===== src/rtl/aso_cfg.svh =====
`ifndef ASO_CFG_SVH
`define ASO_CFG_SVH
// word and raw sample widths, code span
`define ASO_WORD_W 12
`define ASO_RAW_W 14
`define ASO_CODE_MAX 14'h0FFF
`define ASO_MSB_MASK 12'h800
`define ASO_PIPE_DEPTH 3
// four-level clock/format strap codes from the strap comparator
`define ASO_CF_VA 2'h3
`define ASO_CF_TWO_THIRDS 2'h2
`define ASO_CF_ONE_THIRD 2'h1
`define ASO_CF_GND 2'h0
// three-level power strap codes
`define ASO_PS_VA 2'h2
`define ASO_PS_HALF 2'h1
`define ASO_PS_GND 2'h0
// wake-up times and their cycle counts at core_clk
`define ASO_CLK_MHZ 25
`define ASO_SLEEP_WAKE_NS 400
`define ASO_DOWN_WAKE_NS 2000
`define ASO_SLEEP_WAKE_CYC ((`ASO_SLEEP_WAKE_NS * `ASO_CLK_MHZ + 999) / 1000)
`define ASO_DOWN_WAKE_CYC ((`ASO_DOWN_WAKE_NS * `ASO_CLK_MHZ + 999) / 1000)
// register word offsets, decoded from byte address bits 7:2
`define ASO_REG_CTRL 6'h00
`define ASO_REG_MODE 6'h01
`define ASO_REG_LAST 6'h02
`define ASO_REG_IRQ_STATUS 6'h03
`define ASO_REG_IRQ_CLEAR 6'h04
`define ASO_REG_IRQ_ENABLE 6'h05
`define ASO_REG_COUNT 6'h06
// reset values and interrupt bits
`define ASO_CTRL_RESET 1'h1
`define ASO_IRQ_EN_RESET 4'h0
`define ASO_IRQ_RANGE 0
`define ASO_IRQ_STRAP 1
`define ASO_IRQ_NEGCLK 2
`define ASO_IRQ_WAKE 3
`define ASO_RESP_OKAY 2'h0
`define ASO_RESP_SLVERR 2'h2
`endif


===== src/rtl/aso_pkg.sv =====
package aso_pkg;
  `include "aso_cfg.svh"

  // power state machine, one-hot
  typedef enum logic [3:0] {
    ASO_RUN = 4'h1,
    ASO_SLEEP = 4'h2,
    ASO_DOWN = 4'h4,
    ASO_WAKE = 4'h8
  } aso_pwr_t;

  // one output code with its over-range flag
  typedef struct packed {
    logic overRange;
    logic [`ASO_WORD_W-1:0] word;
  } aso_code_t;

  // decoded strap settings
  typedef struct packed {
    logic diffClock;
    logic twosComp;
  } aso_mode_t;
endpackage


===== src/rtl/aso_pin_sync.sv =====
`timescale 1ns/10ps
`include "aso_cfg.svh"
module aso_pin_sync #(
  parameter int WIDTH = 2
) (
  // clock and reset
  input wire logic core_clk,
  input wire logic reset,
  // asynchronous pins and their settled level
  input wire logic [WIDTH-1:0] pinIn,
  output logic [WIDTH-1:0] pinLevel
);
  import aso_pkg::*;

  typedef struct packed {
    logic [WIDTH-1:0] s1;
    logic [WIDTH-1:0] s2;
    logic [WIDTH-1:0] s3;
    logic [WIDTH-1:0] level;
  } aso_sync_t;

  aso_sync_t st;
  aso_sync_t next_st;

  // three stages; a bit counts only once stages two and three agree
  always_comb begin
    next_st = st;
    next_st.s1 = pinIn;
    next_st.s2 = st.s1;
    next_st.s3 = st.s2;
    for (int i = 0; i < WIDTH; i++) begin
      if (st.s2[i] == st.s3[i]) begin
        next_st.level[i] = st.s3[i];
      end
    end
  end

  always_ff @(posedge core_clk) begin
    if (reset) begin
      st <= '0;
    end else begin
      st <= next_st;
    end
  end

  assign pinLevel = st.level;
endmodule


===== src/rtl/aso_code_format.sv =====
`timescale 1ns/10ps
`include "aso_cfg.svh"
module aso_code_format (
  // quantiser value and selected format
  input wire logic signed [`ASO_RAW_W-1:0] rawSample,
  input wire logic twosComp,
  // saturated, formatted code
  output aso_pkg::aso_code_t fmtCode
);
  import aso_pkg::*;

  // clamp to the code span, then flip the msb for two's complement
  always_comb begin
    fmtCode = '0;
    if (rawSample < 0) begin
      fmtCode.overRange = 1'b1;
      fmtCode.word = '0;
    end else if (rawSample > $signed(`ASO_CODE_MAX)) begin
      fmtCode.overRange = 1'b1;
      fmtCode.word = 12'(`ASO_CODE_MAX);
    end else begin
      fmtCode.word = rawSample[`ASO_WORD_W-1:0];
    end
    if (twosComp) begin
      fmtCode.word = fmtCode.word ^ `ASO_MSB_MASK;
    end
  end
endmodule


===== src/rtl/aso_sample_output_ctrl.sv =====
// Local design decisions: the AXI4-Lite slave port and the register offsets.
`timescale 1ns/10ps
`include "aso_cfg.svh"
module aso_sample_output_ctrl #(
  parameter int PIPE_DEPTH = `ASO_PIPE_DEPTH,
  parameter int ADDR_W = 8
) (
  // clock and reset
  input wire logic core_clk,
  input wire logic reset,
  // sampling clock pins
  input wire logic clkPosPin,
  input wire logic clkNegPin,
  // strap level codes from the strap comparators
  input wire logic [1:0] clockFormatStrap,
  input wire logic [1:0] powerStateStrap,
  // quantiser result, outside 0..4095 when the input is out of range
  input wire logic signed [`ASO_RAW_W-1:0] rawSample,
  // parallel output bus
  output logic [`ASO_WORD_W-1:0] sampleWordOut,
  output logic overRangeFlag,
  output logic outputWordStrobe,
  // interrupt
  output logic irq,
  // axi4-lite write address and data
  input wire logic s_axi_awvalid,
  output logic s_axi_awready,
  input wire logic [ADDR_W-1:0] s_axi_awaddr,
  input wire logic s_axi_wvalid,
  output logic s_axi_wready,
  input wire logic [31:0] s_axi_wdata,
  input wire logic [3:0] s_axi_wstrb,
  // axi4-lite write response
  output logic s_axi_bvalid,
  input wire logic s_axi_bready,
  output logic [1:0] s_axi_bresp,
  // axi4-lite read
  input wire logic s_axi_arvalid,
  output logic s_axi_arready,
  input wire logic [ADDR_W-1:0] s_axi_araddr,
  output logic s_axi_rvalid,
  input wire logic s_axi_rready,
  output logic [31:0] s_axi_rdata,
  output logic [1:0] s_axi_rresp
);
  import aso_pkg::*;

  localparam logic [7:0] SLEEP_WAKE = 8'(`ASO_SLEEP_WAKE_CYC);
  localparam logic [7:0] DOWN_WAKE = 8'(`ASO_DOWN_WAKE_CYC);

  typedef struct packed {
    aso_pwr_t pwr;
    logic [7:0] wakeCnt;
    logic clkPrev;
    logic [PIPE_DEPTH-1:0] pipeValid;
    aso_code_t [PIPE_DEPTH-1:0] pipe;
    aso_code_t out;
    logic outValid;
    logic strobe;
    logic run;
    logic [3:0] irqStatus;
    logic [3:0] irqEnable;
    logic irqOut;
    logic [3:0] strapPrev;
    logic [31:0] sampleCount;
    logic awready;
    logic wready;
    logic awHeld;
    logic wHeld;
    logic [ADDR_W-1:0] awAddr;
    logic [7:0] wByte;
    logic wLane;
    logic bvalid;
    logic [1:0] bresp;
    logic arready;
    logic rvalid;
    logic [1:0] rresp;
    logic [31:0] rdata;
  } aso_state_t;

  aso_state_t st;
  aso_state_t next_st;
  logic [1:0] clkSync;
  logic [1:0] clkStrap;
  logic [1:0] pwrStrap;
  aso_mode_t mode;
  aso_code_t fmtCode;
  logic clkLevel;
  logic fallEvt;
  logic convActive;

  // pins from outside the core_clk domain
  aso_pin_sync #(.WIDTH(2)) u_clk_sync (
    .core_clk(core_clk),
    .reset(reset),
    .pinIn({clkNegPin, clkPosPin}),
    .pinLevel(clkSync)
  );

  aso_pin_sync #(.WIDTH(4)) u_strap_sync (
    .core_clk(core_clk),
    .reset(reset),
    .pinIn({clockFormatStrap, powerStateStrap}),
    .pinLevel({clkStrap, pwrStrap})
  );

  // strap decode and sampling clock recovery
  always_comb begin
    mode.diffClock = (clkStrap == `ASO_CF_VA) || (clkStrap == `ASO_CF_TWO_THIRDS);
    mode.twosComp = (clkStrap == `ASO_CF_VA) || (clkStrap == `ASO_CF_ONE_THIRD);
    // in differential mode the level is high only with the positive pin high and the negative pin low
    clkLevel = mode.diffClock ? (clkSync[0] & ~clkSync[1]) : clkSync[0];
    fallEvt = st.clkPrev & ~clkLevel;
    convActive = (st.pwr == ASO_RUN) && st.run;
  end

  aso_code_format u_format (
    .rawSample(rawSample),
    .twosComp(mode.twosComp),
    .fmtCode(fmtCode)
  );

  // next state of the whole block
  always_comb begin
    logic [3:0] events;
    logic [3:0] clearMask;
    logic [5:0] rIdx;
    logic [5:0] wIdx;
    events = '0;
    clearMask = '0;
    rIdx = s_axi_araddr[7:2];
    wIdx = st.awAddr[7:2];
    next_st = st;
    next_st.clkPrev = clkLevel;
    next_st.strapPrev = {clkStrap, pwrStrap};

    // power state machine
    case (st.pwr)
      ASO_RUN: begin
        if (pwrStrap == `ASO_PS_VA) begin
          next_st.pwr = ASO_DOWN;
        end else if (pwrStrap == `ASO_PS_HALF) begin
          next_st.pwr = ASO_SLEEP;
        end
      end
      ASO_SLEEP, ASO_DOWN: begin
        // sleep recovers faster than power-down
        if (pwrStrap == `ASO_PS_GND) begin
          next_st.pwr = ASO_WAKE;
          next_st.wakeCnt = (st.pwr == ASO_SLEEP) ? SLEEP_WAKE : DOWN_WAKE;
        end else if (pwrStrap == `ASO_PS_VA) begin
          next_st.pwr = ASO_DOWN;
        end else begin
          next_st.pwr = ASO_SLEEP;
        end
      end
      ASO_WAKE: begin
        if (pwrStrap == `ASO_PS_VA) begin
          next_st.pwr = ASO_DOWN;
        end else if (pwrStrap == `ASO_PS_HALF) begin
          next_st.pwr = ASO_SLEEP;
        end else if (st.wakeCnt <= 8'h01) begin
          next_st.pwr = ASO_RUN;
          next_st.wakeCnt = '0;
          events[`ASO_IRQ_WAKE] = 1'b1;
        end else begin
          next_st.wakeCnt = st.wakeCnt - 8'h01;
        end
      end
      default: begin
        next_st.pwr = ASO_RUN;
      end
    endcase

    // conversion pipeline, advanced once per sampling clock
    if (!convActive) begin
      // a stopped converter flushes, so a restart never repeats an old word
      next_st.pipeValid = '0;
      next_st.outValid = 1'b0;
      next_st.strobe = 1'b0;
    end else begin
      if (fallEvt) begin
        next_st.pipe[0] = fmtCode;
        next_st.pipeValid[0] = 1'b1;
        for (int i = 1; i < PIPE_DEPTH; i++) begin
          next_st.pipe[i] = st.pipe[i-1];
          next_st.pipeValid[i] = st.pipeValid[i-1];
        end
        next_st.sampleCount = st.sampleCount + 32'h1;
        if (st.pipeValid[PIPE_DEPTH-1]) begin
          next_st.out = st.pipe[PIPE_DEPTH-1];
          next_st.outValid = 1'b1;
          events[`ASO_IRQ_RANGE] = st.pipe[PIPE_DEPTH-1].overRange;
        end
      end
      // strobe low while the word changes, high half a period later;
      // held low until a fresh word stands, else the first rise repeats a stale one
      next_st.strobe = clkLevel & st.outValid;
    end

    // fault seen: negative clock pin high in single-ended mode
    events[`ASO_IRQ_NEGCLK] = !mode.diffClock && clkSync[1];
    events[`ASO_IRQ_STRAP] = ({clkStrap, pwrStrap} != st.strapPrev);

    // axi write address and data, in either order
    if (s_axi_awvalid && st.awready) begin
      next_st.awready = 1'b0;
      next_st.awHeld = 1'b1;
      next_st.awAddr = s_axi_awaddr;
    end
    if (s_axi_wvalid && st.wready) begin
      next_st.wready = 1'b0;
      next_st.wHeld = 1'b1;
      next_st.wByte = s_axi_wdata[7:0];
      next_st.wLane = s_axi_wstrb[0];
    end
    if (st.awHeld && st.wHeld && !st.bvalid) begin
      next_st.awHeld = 1'b0;
      next_st.wHeld = 1'b0;
      next_st.bvalid = 1'b1;
      next_st.bresp = `ASO_RESP_OKAY;
      case (wIdx)
        `ASO_REG_CTRL: begin
          if (st.wLane) begin
            next_st.run = st.wByte[0];
          end
        end
        `ASO_REG_IRQ_CLEAR: begin
          if (st.wLane) begin
            clearMask = st.wByte[3:0];
          end
        end
        `ASO_REG_IRQ_ENABLE: begin
          if (st.wLane) begin
            next_st.irqEnable = st.wByte[3:0];
          end
        end
        `ASO_REG_MODE, `ASO_REG_LAST, `ASO_REG_IRQ_STATUS, `ASO_REG_COUNT: begin
          next_st.bresp = `ASO_RESP_OKAY; // read-only, write ignored
        end
        default: begin
          next_st.bresp = `ASO_RESP_SLVERR;
        end
      endcase
    end
    if (st.bvalid && s_axi_bready) begin
      next_st.bvalid = 1'b0;
      next_st.awready = 1'b1;
      next_st.wready = 1'b1;
    end

    // axi read, one at a time
    if (s_axi_arvalid && st.arready) begin
      next_st.arready = 1'b0;
      next_st.rvalid = 1'b1;
      next_st.rresp = `ASO_RESP_OKAY;
      next_st.rdata = '0;
      case (rIdx)
        `ASO_REG_CTRL: next_st.rdata[0] = st.run;
        `ASO_REG_MODE: next_st.rdata[11:0] = {st.pwr, clkStrap, pwrStrap, mode, 2'h0};
        `ASO_REG_LAST: next_st.rdata[12:0] = st.out;
        `ASO_REG_IRQ_STATUS: next_st.rdata[3:0] = st.irqStatus;
        `ASO_REG_IRQ_CLEAR: next_st.rdata = '0;
        `ASO_REG_IRQ_ENABLE: next_st.rdata[3:0] = st.irqEnable;
        `ASO_REG_COUNT: next_st.rdata = st.sampleCount;
        default: next_st.rresp = `ASO_RESP_SLVERR;
      endcase
    end
    if (st.rvalid && s_axi_rready) begin
      next_st.rvalid = 1'b0;
      next_st.arready = 1'b1;
    end

    // sticky status: a new event wins over a clear in the same cycle
    next_st.irqStatus = (st.irqStatus & ~clearMask) | events;
    next_st.irqOut = |(next_st.irqStatus & next_st.irqEnable);
  end

  always_ff @(posedge core_clk) begin
    if (reset) begin
      st <= '0;
      st.pwr <= ASO_RUN;
      st.run <= `ASO_CTRL_RESET;
      st.irqEnable <= `ASO_IRQ_EN_RESET;
      st.awready <= 1'b1;
      st.wready <= 1'b1;
      st.arready <= 1'b1;
    end else begin
      st <= next_st;
    end
  end

  // outputs straight from the state register
  assign sampleWordOut = st.out.word;
  assign overRangeFlag = st.out.overRange;
  assign outputWordStrobe = st.strobe;
  assign irq = st.irqOut;
  assign s_axi_awready = st.awready;
  assign s_axi_wready = st.wready;
  assign s_axi_bvalid = st.bvalid;
  assign s_axi_bresp = st.bresp;
  assign s_axi_arready = st.arready;
  assign s_axi_rvalid = st.rvalid;
  assign s_axi_rdata = st.rdata;
  assign s_axi_rresp = st.rresp;

  // helper: word updates since the last strobe rise
  logic [1:0] updSinceRise;
  always_ff @(posedge core_clk) begin
    if (reset) begin
      updSinceRise <= '0;
    end else if (!convActive || (!st.strobe && next_st.strobe)) begin
      updSinceRise <= '0;
    end else if (next_st.out != st.out && updSinceRise != 2'h3) begin
      updSinceRise <= updSinceRise + 2'h1;
    end
  end

  logic irqStatus_negclk;
  assign irqStatus_negclk = st.irqStatus[`ASO_IRQ_NEGCLK];
endmodule


===== config.mk =====
export PLATFORM = sky130hd
export DESIGN_NAME = aso_sample_output_ctrl
export DESIGN_NICKNAME = d
export VERILOG_FILES = /design/src/rtl/aso_pkg.sv /design/src/rtl/aso_pin_sync.sv /design/src/rtl/aso_code_format.sv /design/src/rtl/aso_sample_output_ctrl.sv
export VERILOG_INCLUDE_DIRS = /design/src /design/src/rtl
export SDC_FILE = /design/constraint.sdc
export NUM_CORES = 1
export LEC_CHECK = 0
export BUFFER_PORTS_ARGS = -buffer_cell sky130_fd_sc_hd__clkbuf_2
export CORE_AREA = 3 3 126 128
export DETAILED_ROUTE_END_ITERATION = 10
export DIE_AREA = 0 0 129 131
export GPL_TIMING_DRIVEN = 0
export HOLD_SLACK_MARGIN = 0.05
export PLACE_DENSITY_LB_ADDON = 0.25
export SKIP_LAST_GASP = 1
export SLEW_MARGIN = 15
export SYNTH_ARGS = -nofsm -noshare
export SYNTH_HDL_FRONTEND = slang
export SYNTH_SLANG_ARGS = --single-unit
export TNS_END_PERCENT = 10

===== constraint.sdc =====
create_clock -name core_clk -period 2.8 [get_ports core_clk]
set_input_delay 0.84 -clock core_clk [delete_from_list [all_inputs] [get_ports core_clk]]
set_output_delay 0.84 -clock core_clk [all_outputs]
set_load 0.05 [all_outputs]

## Yosys cells after proc, flatten, opt, wreduce, memory -nomap -nowiden

Cells that the tools add are included.

| operators by class | value |
|---|---|
| $lt $le $gt $ge | 3 |
| bitwise operators | 11 |
| divide/modulo/power cells | 0 |
| shifts and indexed selects | 0 |
| multiplexer cells | 39 |
| add/subtract/negate cells | 2 |
| reductions and logical operators | 31 |
| $mul | 0 |
| equal/unequal tests | 33 |

Operators by type and width:

| cell | count |
|---|---|
| $mux 4 | 12 |
| $eq 6x3->1 const B | 6 |
| $add 32x1->32 const B | 1 |
| $mux 8 | 4 |
| $eq 6x2->1 const B | 4 |
| $mux 12 | 2 |
| $pmux 8 s3 | 1 |
| $mux 19 | 1 |
| $pmux 8 s2 | 1 |
| $pmux 3 s5 | 1 |
| $gt 14x13->1 const B | 1 |
| $lt 14x1->1 const B | 1 |
| $reduce_or 7->1 | 2 |
| $mux 13 | 1 |
| $eq 6x1->1 const B | 2 |
| $logic_not 6->1 | 2 |
| $pmux 4 s3 | 1 |
| $reduce_or 2->1 | 5 |
| $logic_and 1x1->1 | 9 |
| $mux 1 | 9 |
| $and 4x4->4 | 2 |
| $le 8x1->1 const B | 1 |
| $sub 8x1->8 const B | 1 |
| $eq 1x1->1 | 6 |
| 27 further kinds | 43 |

| storage, ports and cells | value |
|---|---|
| memory bits (writable) | 0 |
| output and inout bits | 56 |
| memories kept | 0 |
| bits in read-only memories | 0 |
| input bits | 79 |
| logic and storage cells | 164 |
| bits in registers | 196 |
| latch bits | 0 |

## Logic depth before layout (Yosys ltp)

| depth | value |
|---|---|
| depth after elaboration | 10 |
| depth in mapped cells | 8 |

## Modules after synthesis

A second synthesis with hierarchy kept.

| unflattened totals | value |
|---|---|
| cells, all modules | 1,004 |
| area total of the unflattened synthesis | 8,363.0 µm² |

By module, submodules not included:

| module | area an instance (µm²) | cells an instance | seq. area each (µm²) | instances |
|---|---|---|---|---|
| aso_sample_output_ctrl | 7,482.2 | 910 | 3,363.2 | 1 |
| aso_pin_sync (u_strap_sync) | 516.7 | 45 | 320.3 | 1 |
| aso_pin_sync (u_clk_sync) | 242.7 | 22 | 160.2 | 1 |
| aso_code_format | 121.4 | 27 | 0.0 | 1 |

## Worst setup path after synthesis

Ideal clock, no wire load.

| timing path | value |
|---|---|
| kind | input -> register |
| start | input port s_axi_araddr[5] |
| end | register st (netlist bit s_axi_rdata[25]) |
| buffers on the path | 2 |
| data required time | 2.730 ns |
| setup time | 0.070 ns |
| setup slack | 0.292 ns |
| arrival | 2.437 ns |
| cell stages on the path | 6 |
| cells stage by stage | nor3_1 > and3_1 > clkbuf_1 > clkbuf_1 > nand3_1 > a21oi_1 |

| on the way | value |
|---|---|
| longest elaborated chain between the ends | 2 |

Ends and longest elaborated chain:

| what | RTL line | text |
|---|---|---|
| start, declared | aso_sample_output_ctrl.sv:40 | `input wire logic [ADDR_W-1:0] s_axi_araddr,` |
| $eq 6x3->1 | aso_sample_output_ctrl.sv:258 | `case (rIdx)` |
| $mux 19 | aso_sample_output_ctrl.sv:258 |  |
| end signal, assigned | aso_sample_output_ctrl.sv:289 | `st <= next_st;` |
| end, declared | aso_sample_output_ctrl.sv:81 | `aso_state_t st;` |

Every way passes these cells.
A chain may end at the register's enable or synchronous reset.

## Final worst setup path

| timing path | value |
|---|---|
| start | input port s_axi_araddr[3] |
| end | register st (netlist bit s_axi_rdata[30]) |

The elaborated chain is that of the path after synthesis.

==> out/metrics.cfg <==
[timing]
relSlewSlack_pct = 28.9
skew_ns = 0.00692
period_minus_slack_ns = 2.62
finalHoldViolCount = 0
worst_pin_slew_ns = 1.06
timing.final.crit_share_pct = 93.4
rsz0062_at_grt = false
max_clock_freq_mhz = 382
slew_viol_final = 0
setup_violations = 0
fin_tns_setup_ns = 0

[global_route]
grt_pass1_vias = 6673
grt_start_max_net_pins = 17
grt.total_usage_pct = 23.7
antenna_found_initial = 0
grt_pass1_wl_um = 32100
overflow = 0

[setup_path]
critical_path_class = input port to register
crit_path_top_delay_cell = clkbuf_1
cp_max_fo = 10
worstReg2RegStart = st[172]
crit_chain = clkbuf_1, nor2b_1, and3_1, clkbuf_1, clkbuf_1, nand3_1, a21oi_1
critPathArrivalTime_ns = 2.97
setup.worst_path.start = s_axi_araddr[3]
max_stage_delay_ns = 0.44
crit_buf_inv = 3
crit_top_cell = clkbuf_1
start_kind = input port
crit_family = buffers and inverters
critPathRequiredTime_ns = 3.15
worst_setup_path_end_kind = register

[placed_design]
gp_congestion = 0.906
dp_hpwl_um = 14500
port_buffers = 93

[clocking]
cts_tree = done
clk_latency_ns = 0.42
cts_made_buffers = 17
cts_sinks = 192
hold_buffers = 0
cts_root_buffer = clkbuf_16
clk_path_buf_depth = 2
cts_setup_buffers = 0
h-tree-depth = 4
clk_pin_slew_ns = 0.06

[drt]
dr_total_vias = 7321
wl_per_cell_um = 14.8
wl_um = 19700
drcViolationCount = 0
drtIter0Drc = 613
firstDrtPassIters = 6
drt-vias-per-instance = 5.52
ant_nets = 0

[synthesis]
synth_edf_count = 0
synth_top_cell_by_area = dfxtp_1
ys_warn_count = 0
synthFlopType = dfxtp_1
ys_ff_latch = 192
synth_top_area_share_pct = 46.2
syn-mean-instance-area_um2 = 8.21
syn_inst = 1013
synth_area_um2 = 8320
yosysSeqAreaShare_pct = 46.2
yosys.cell_types.count = 57
synth_area_leaders = dfxtp_1 46%, a21oi_1 8.1%, nand2_1 7.0%
asyncSetResetFlopFracSynth_pct = 0

[die]
core-area_um2 = 15000
row_count = 45
die_x_um = 129
ios = 135
die_y_um = 131
dieArea_um2 = 16900
initial_core_util_pct = 55.5

[power]
power_switching_mw = 1.28
p_comb_share_pct = 6.6
switching_share_pct = 23.3
power_frac_seq_pct = 51.2
p_total_mw = 5.47
p_int_mw = 4.19
power.density_nw_per_um2 = 570
ir_drop_uv = 427
p_leak_nw = 3.49
clockPowerShare_pct = 42.2

[layout]
multi_input_area_um2 = 3780
regArea_um2 = 3840
antenna_cells = 0
n_fill_cell = 1329
drive_above_1_share_pct = 16.4
layout.nets = 1212
synthToLayoutAreaGrowth_pct = 15.3

[hold_path]
hold_class = register to register
hp-start = u_clk_sync.next_st[4]

[run_status]
status = finished, final reports clean

[run]
cap_violations = 0

-- power by group through the flow --
stage	clock [mW]	sequential [mW]	combinational (mW)
2_1_floorplan	0	2.87	0.236
3_3_place_gp	0	2.86	0.353
6_report	2.31	2.80	0.363
4_1_cts	2.34	2.80	0.362
5_1_grt	2.45	2.80	0.401
3_5_place_dp	0	2.86	0.360
-- cell usage after synthesis, types with 3 or more instances --
| master | number |
|---|---|
| or3_1 | 6 |
| nand2_1 | 154 |
| nor3_1 | 30 |
| or4_1 | 15 |
| xnor2_1 | 13 |
| o31ai_1 | 15 |
| and4_1 | 4 |
| nor2b_1 | 28 |
| buf_4 | 48 |
| a22oi_1 | 12 |
| nand4b_1 | 10 |
| xor2_1 | 4 |
| nand4_1 | 16 |
| a32oi_1 | 4 |
| inv_1 | 19 |
| and2_1 | 4 |
| clkbuf_1 | 62 |
| o21ai_0 | 26 |
| nand2b_1 | 6 |
| a22o_1 | 3 |
| mux2i_1 | 8 |
| a21oi_1 | 135 |
| nor2_1 | 80 |
| nor3b_1 | 3 |
| mux2_2 | 5 |
| nor4_1 | 9 |
| dfxtp_1 | 192 |
| ha_1 | 7 |
| buf_1 | 3 |
| nand3_1 | 43 |
| a21o_1 | 11 |
-- worst register-to-register path, stage by stage, from the launching register on --
cell and delay, ns:
dfxtp_1 0.32, clkbuf_1 0.23, nor4b_1 0.84, o31ai_1 0.46
nor2_1 0.35, nand4_1 0.15, a21oi_1 0.15
-- cell usage in the layout (no fill, tap or decap), types with 15 or more instances in the layout --
cell type	netlist	routed
o31ai_1	15	15
nand2_1	154	154
a21oi_1	135	135
dfxtp_1	192	192
buf_4	48	48
nand4_1	16	16
o21ai_0	26	26
inv_1	19	19
clkbuf_1	62	66
nor3_1	30	29
nand3_1	43	43
nor2_1	80	80
clkbuf_16	0	17
clkbuf_2	0	93
nor2b_1	28	28
or4_1	15	15
-- path summary, 6_finish.rpt --
check | slack (ns) | endpoint | cells past startpoint
worst max register to register | 0.23 | st[170] | 6
worst max-delay path | 0.18 | s_axi_rdata[30] | 7
worst min register to register | 0.43 | u_clk_sync.next_st[2] | 1
worst min-delay path | 0.43 | u_clk_sync.next_st[2] | 1
-- what timing repair did --
action	CTS	global route
endpoints found under the hold margin	0	0
resized for setup	1	0
endpoints found under the setup margin	10	0
-- through the flow --
step | area (um2) | utilization (%) | instances | hold WS (ns) | setup slack, ns
2_1_floorplan | 8320 | - | 1014 | 0.414 | 0.292
3_5_place_dp | 9020 | 60.2 | 1295 | 0.420 | -0.469
6_report | 9590 | 64.0 | 1327 | 0.428 | 0.184
3_3_place_gp | 9020 | 60.2 | 1295 | 0.417 | -0.416
5_1_grt | 9590 | 64.0 | 1327 | 0.452 | 0.00832
4_1_cts | 9590 | 64.0 | 1327 | 0.434 | 0.234
-- state kept, by name, indices dropped and copies added, names as in the netlist --
name                   flops
u_clk_sync.st              2
irq                        1
s_axi_bresp                1
s_axi_rdata               32
s_axi_bvalid               1
overRangeFlag              1
u_strap_sync.st            4
s_axi_wready               1
s_axi_rvalid               1
s_axi_arready              1
u_strap_sync.pinLevel      4
sampleWordOut             12
u_strap_sync.next_st       8
s_axi_rresp                1
u_clk_sync.next_st         4
irqStatus_negclk           1
st                       113
u_clk_sync.pinLevel        2
s_axi_awready              1
outputWordStrobe           1
-- layer usage --
| layer | GRT usage (%) | up-vias | share of wire (%) |
|---|---|---|---|
| li1 | - | 3700 | - |
| met1 | 29.6 | 3374 | 44 |
| met2 | 40.0 | 208 | 48 |
| met3 | 4.88 | 39 | 5.4 |
| met4 | 9.88 | 0 | 2.9 |
| met5 | 0 | - | 0 |
-- kinds of logic after synthesis --
group	Yosys count	synth area share, %
adders and majority gates	7	1.05
xor gates and xnor gates	17	1.79
and+or+nand+nor	422	24.9
buffers and inverters	135	8.38
DFF	192	46.2
AOI/OAI and AO/OA	225	15.8
other	1	0.0451
muxes	14	1.78
-- final cells by class --
type / count / share of cell area, %
clock buffers: 24 / 5.02
clock inverters: 8 / 0.822
repair buffers: 93 / 4.86
well taps: 188 / 2.45
multi-input cells: 687 / 39.5
plain buffers: 116 / 6.53
inverters: 19 / 0.744
flip-flops and latches: 192 / 40.1
No activity file was read; power rests on OpenSTA's default activity.
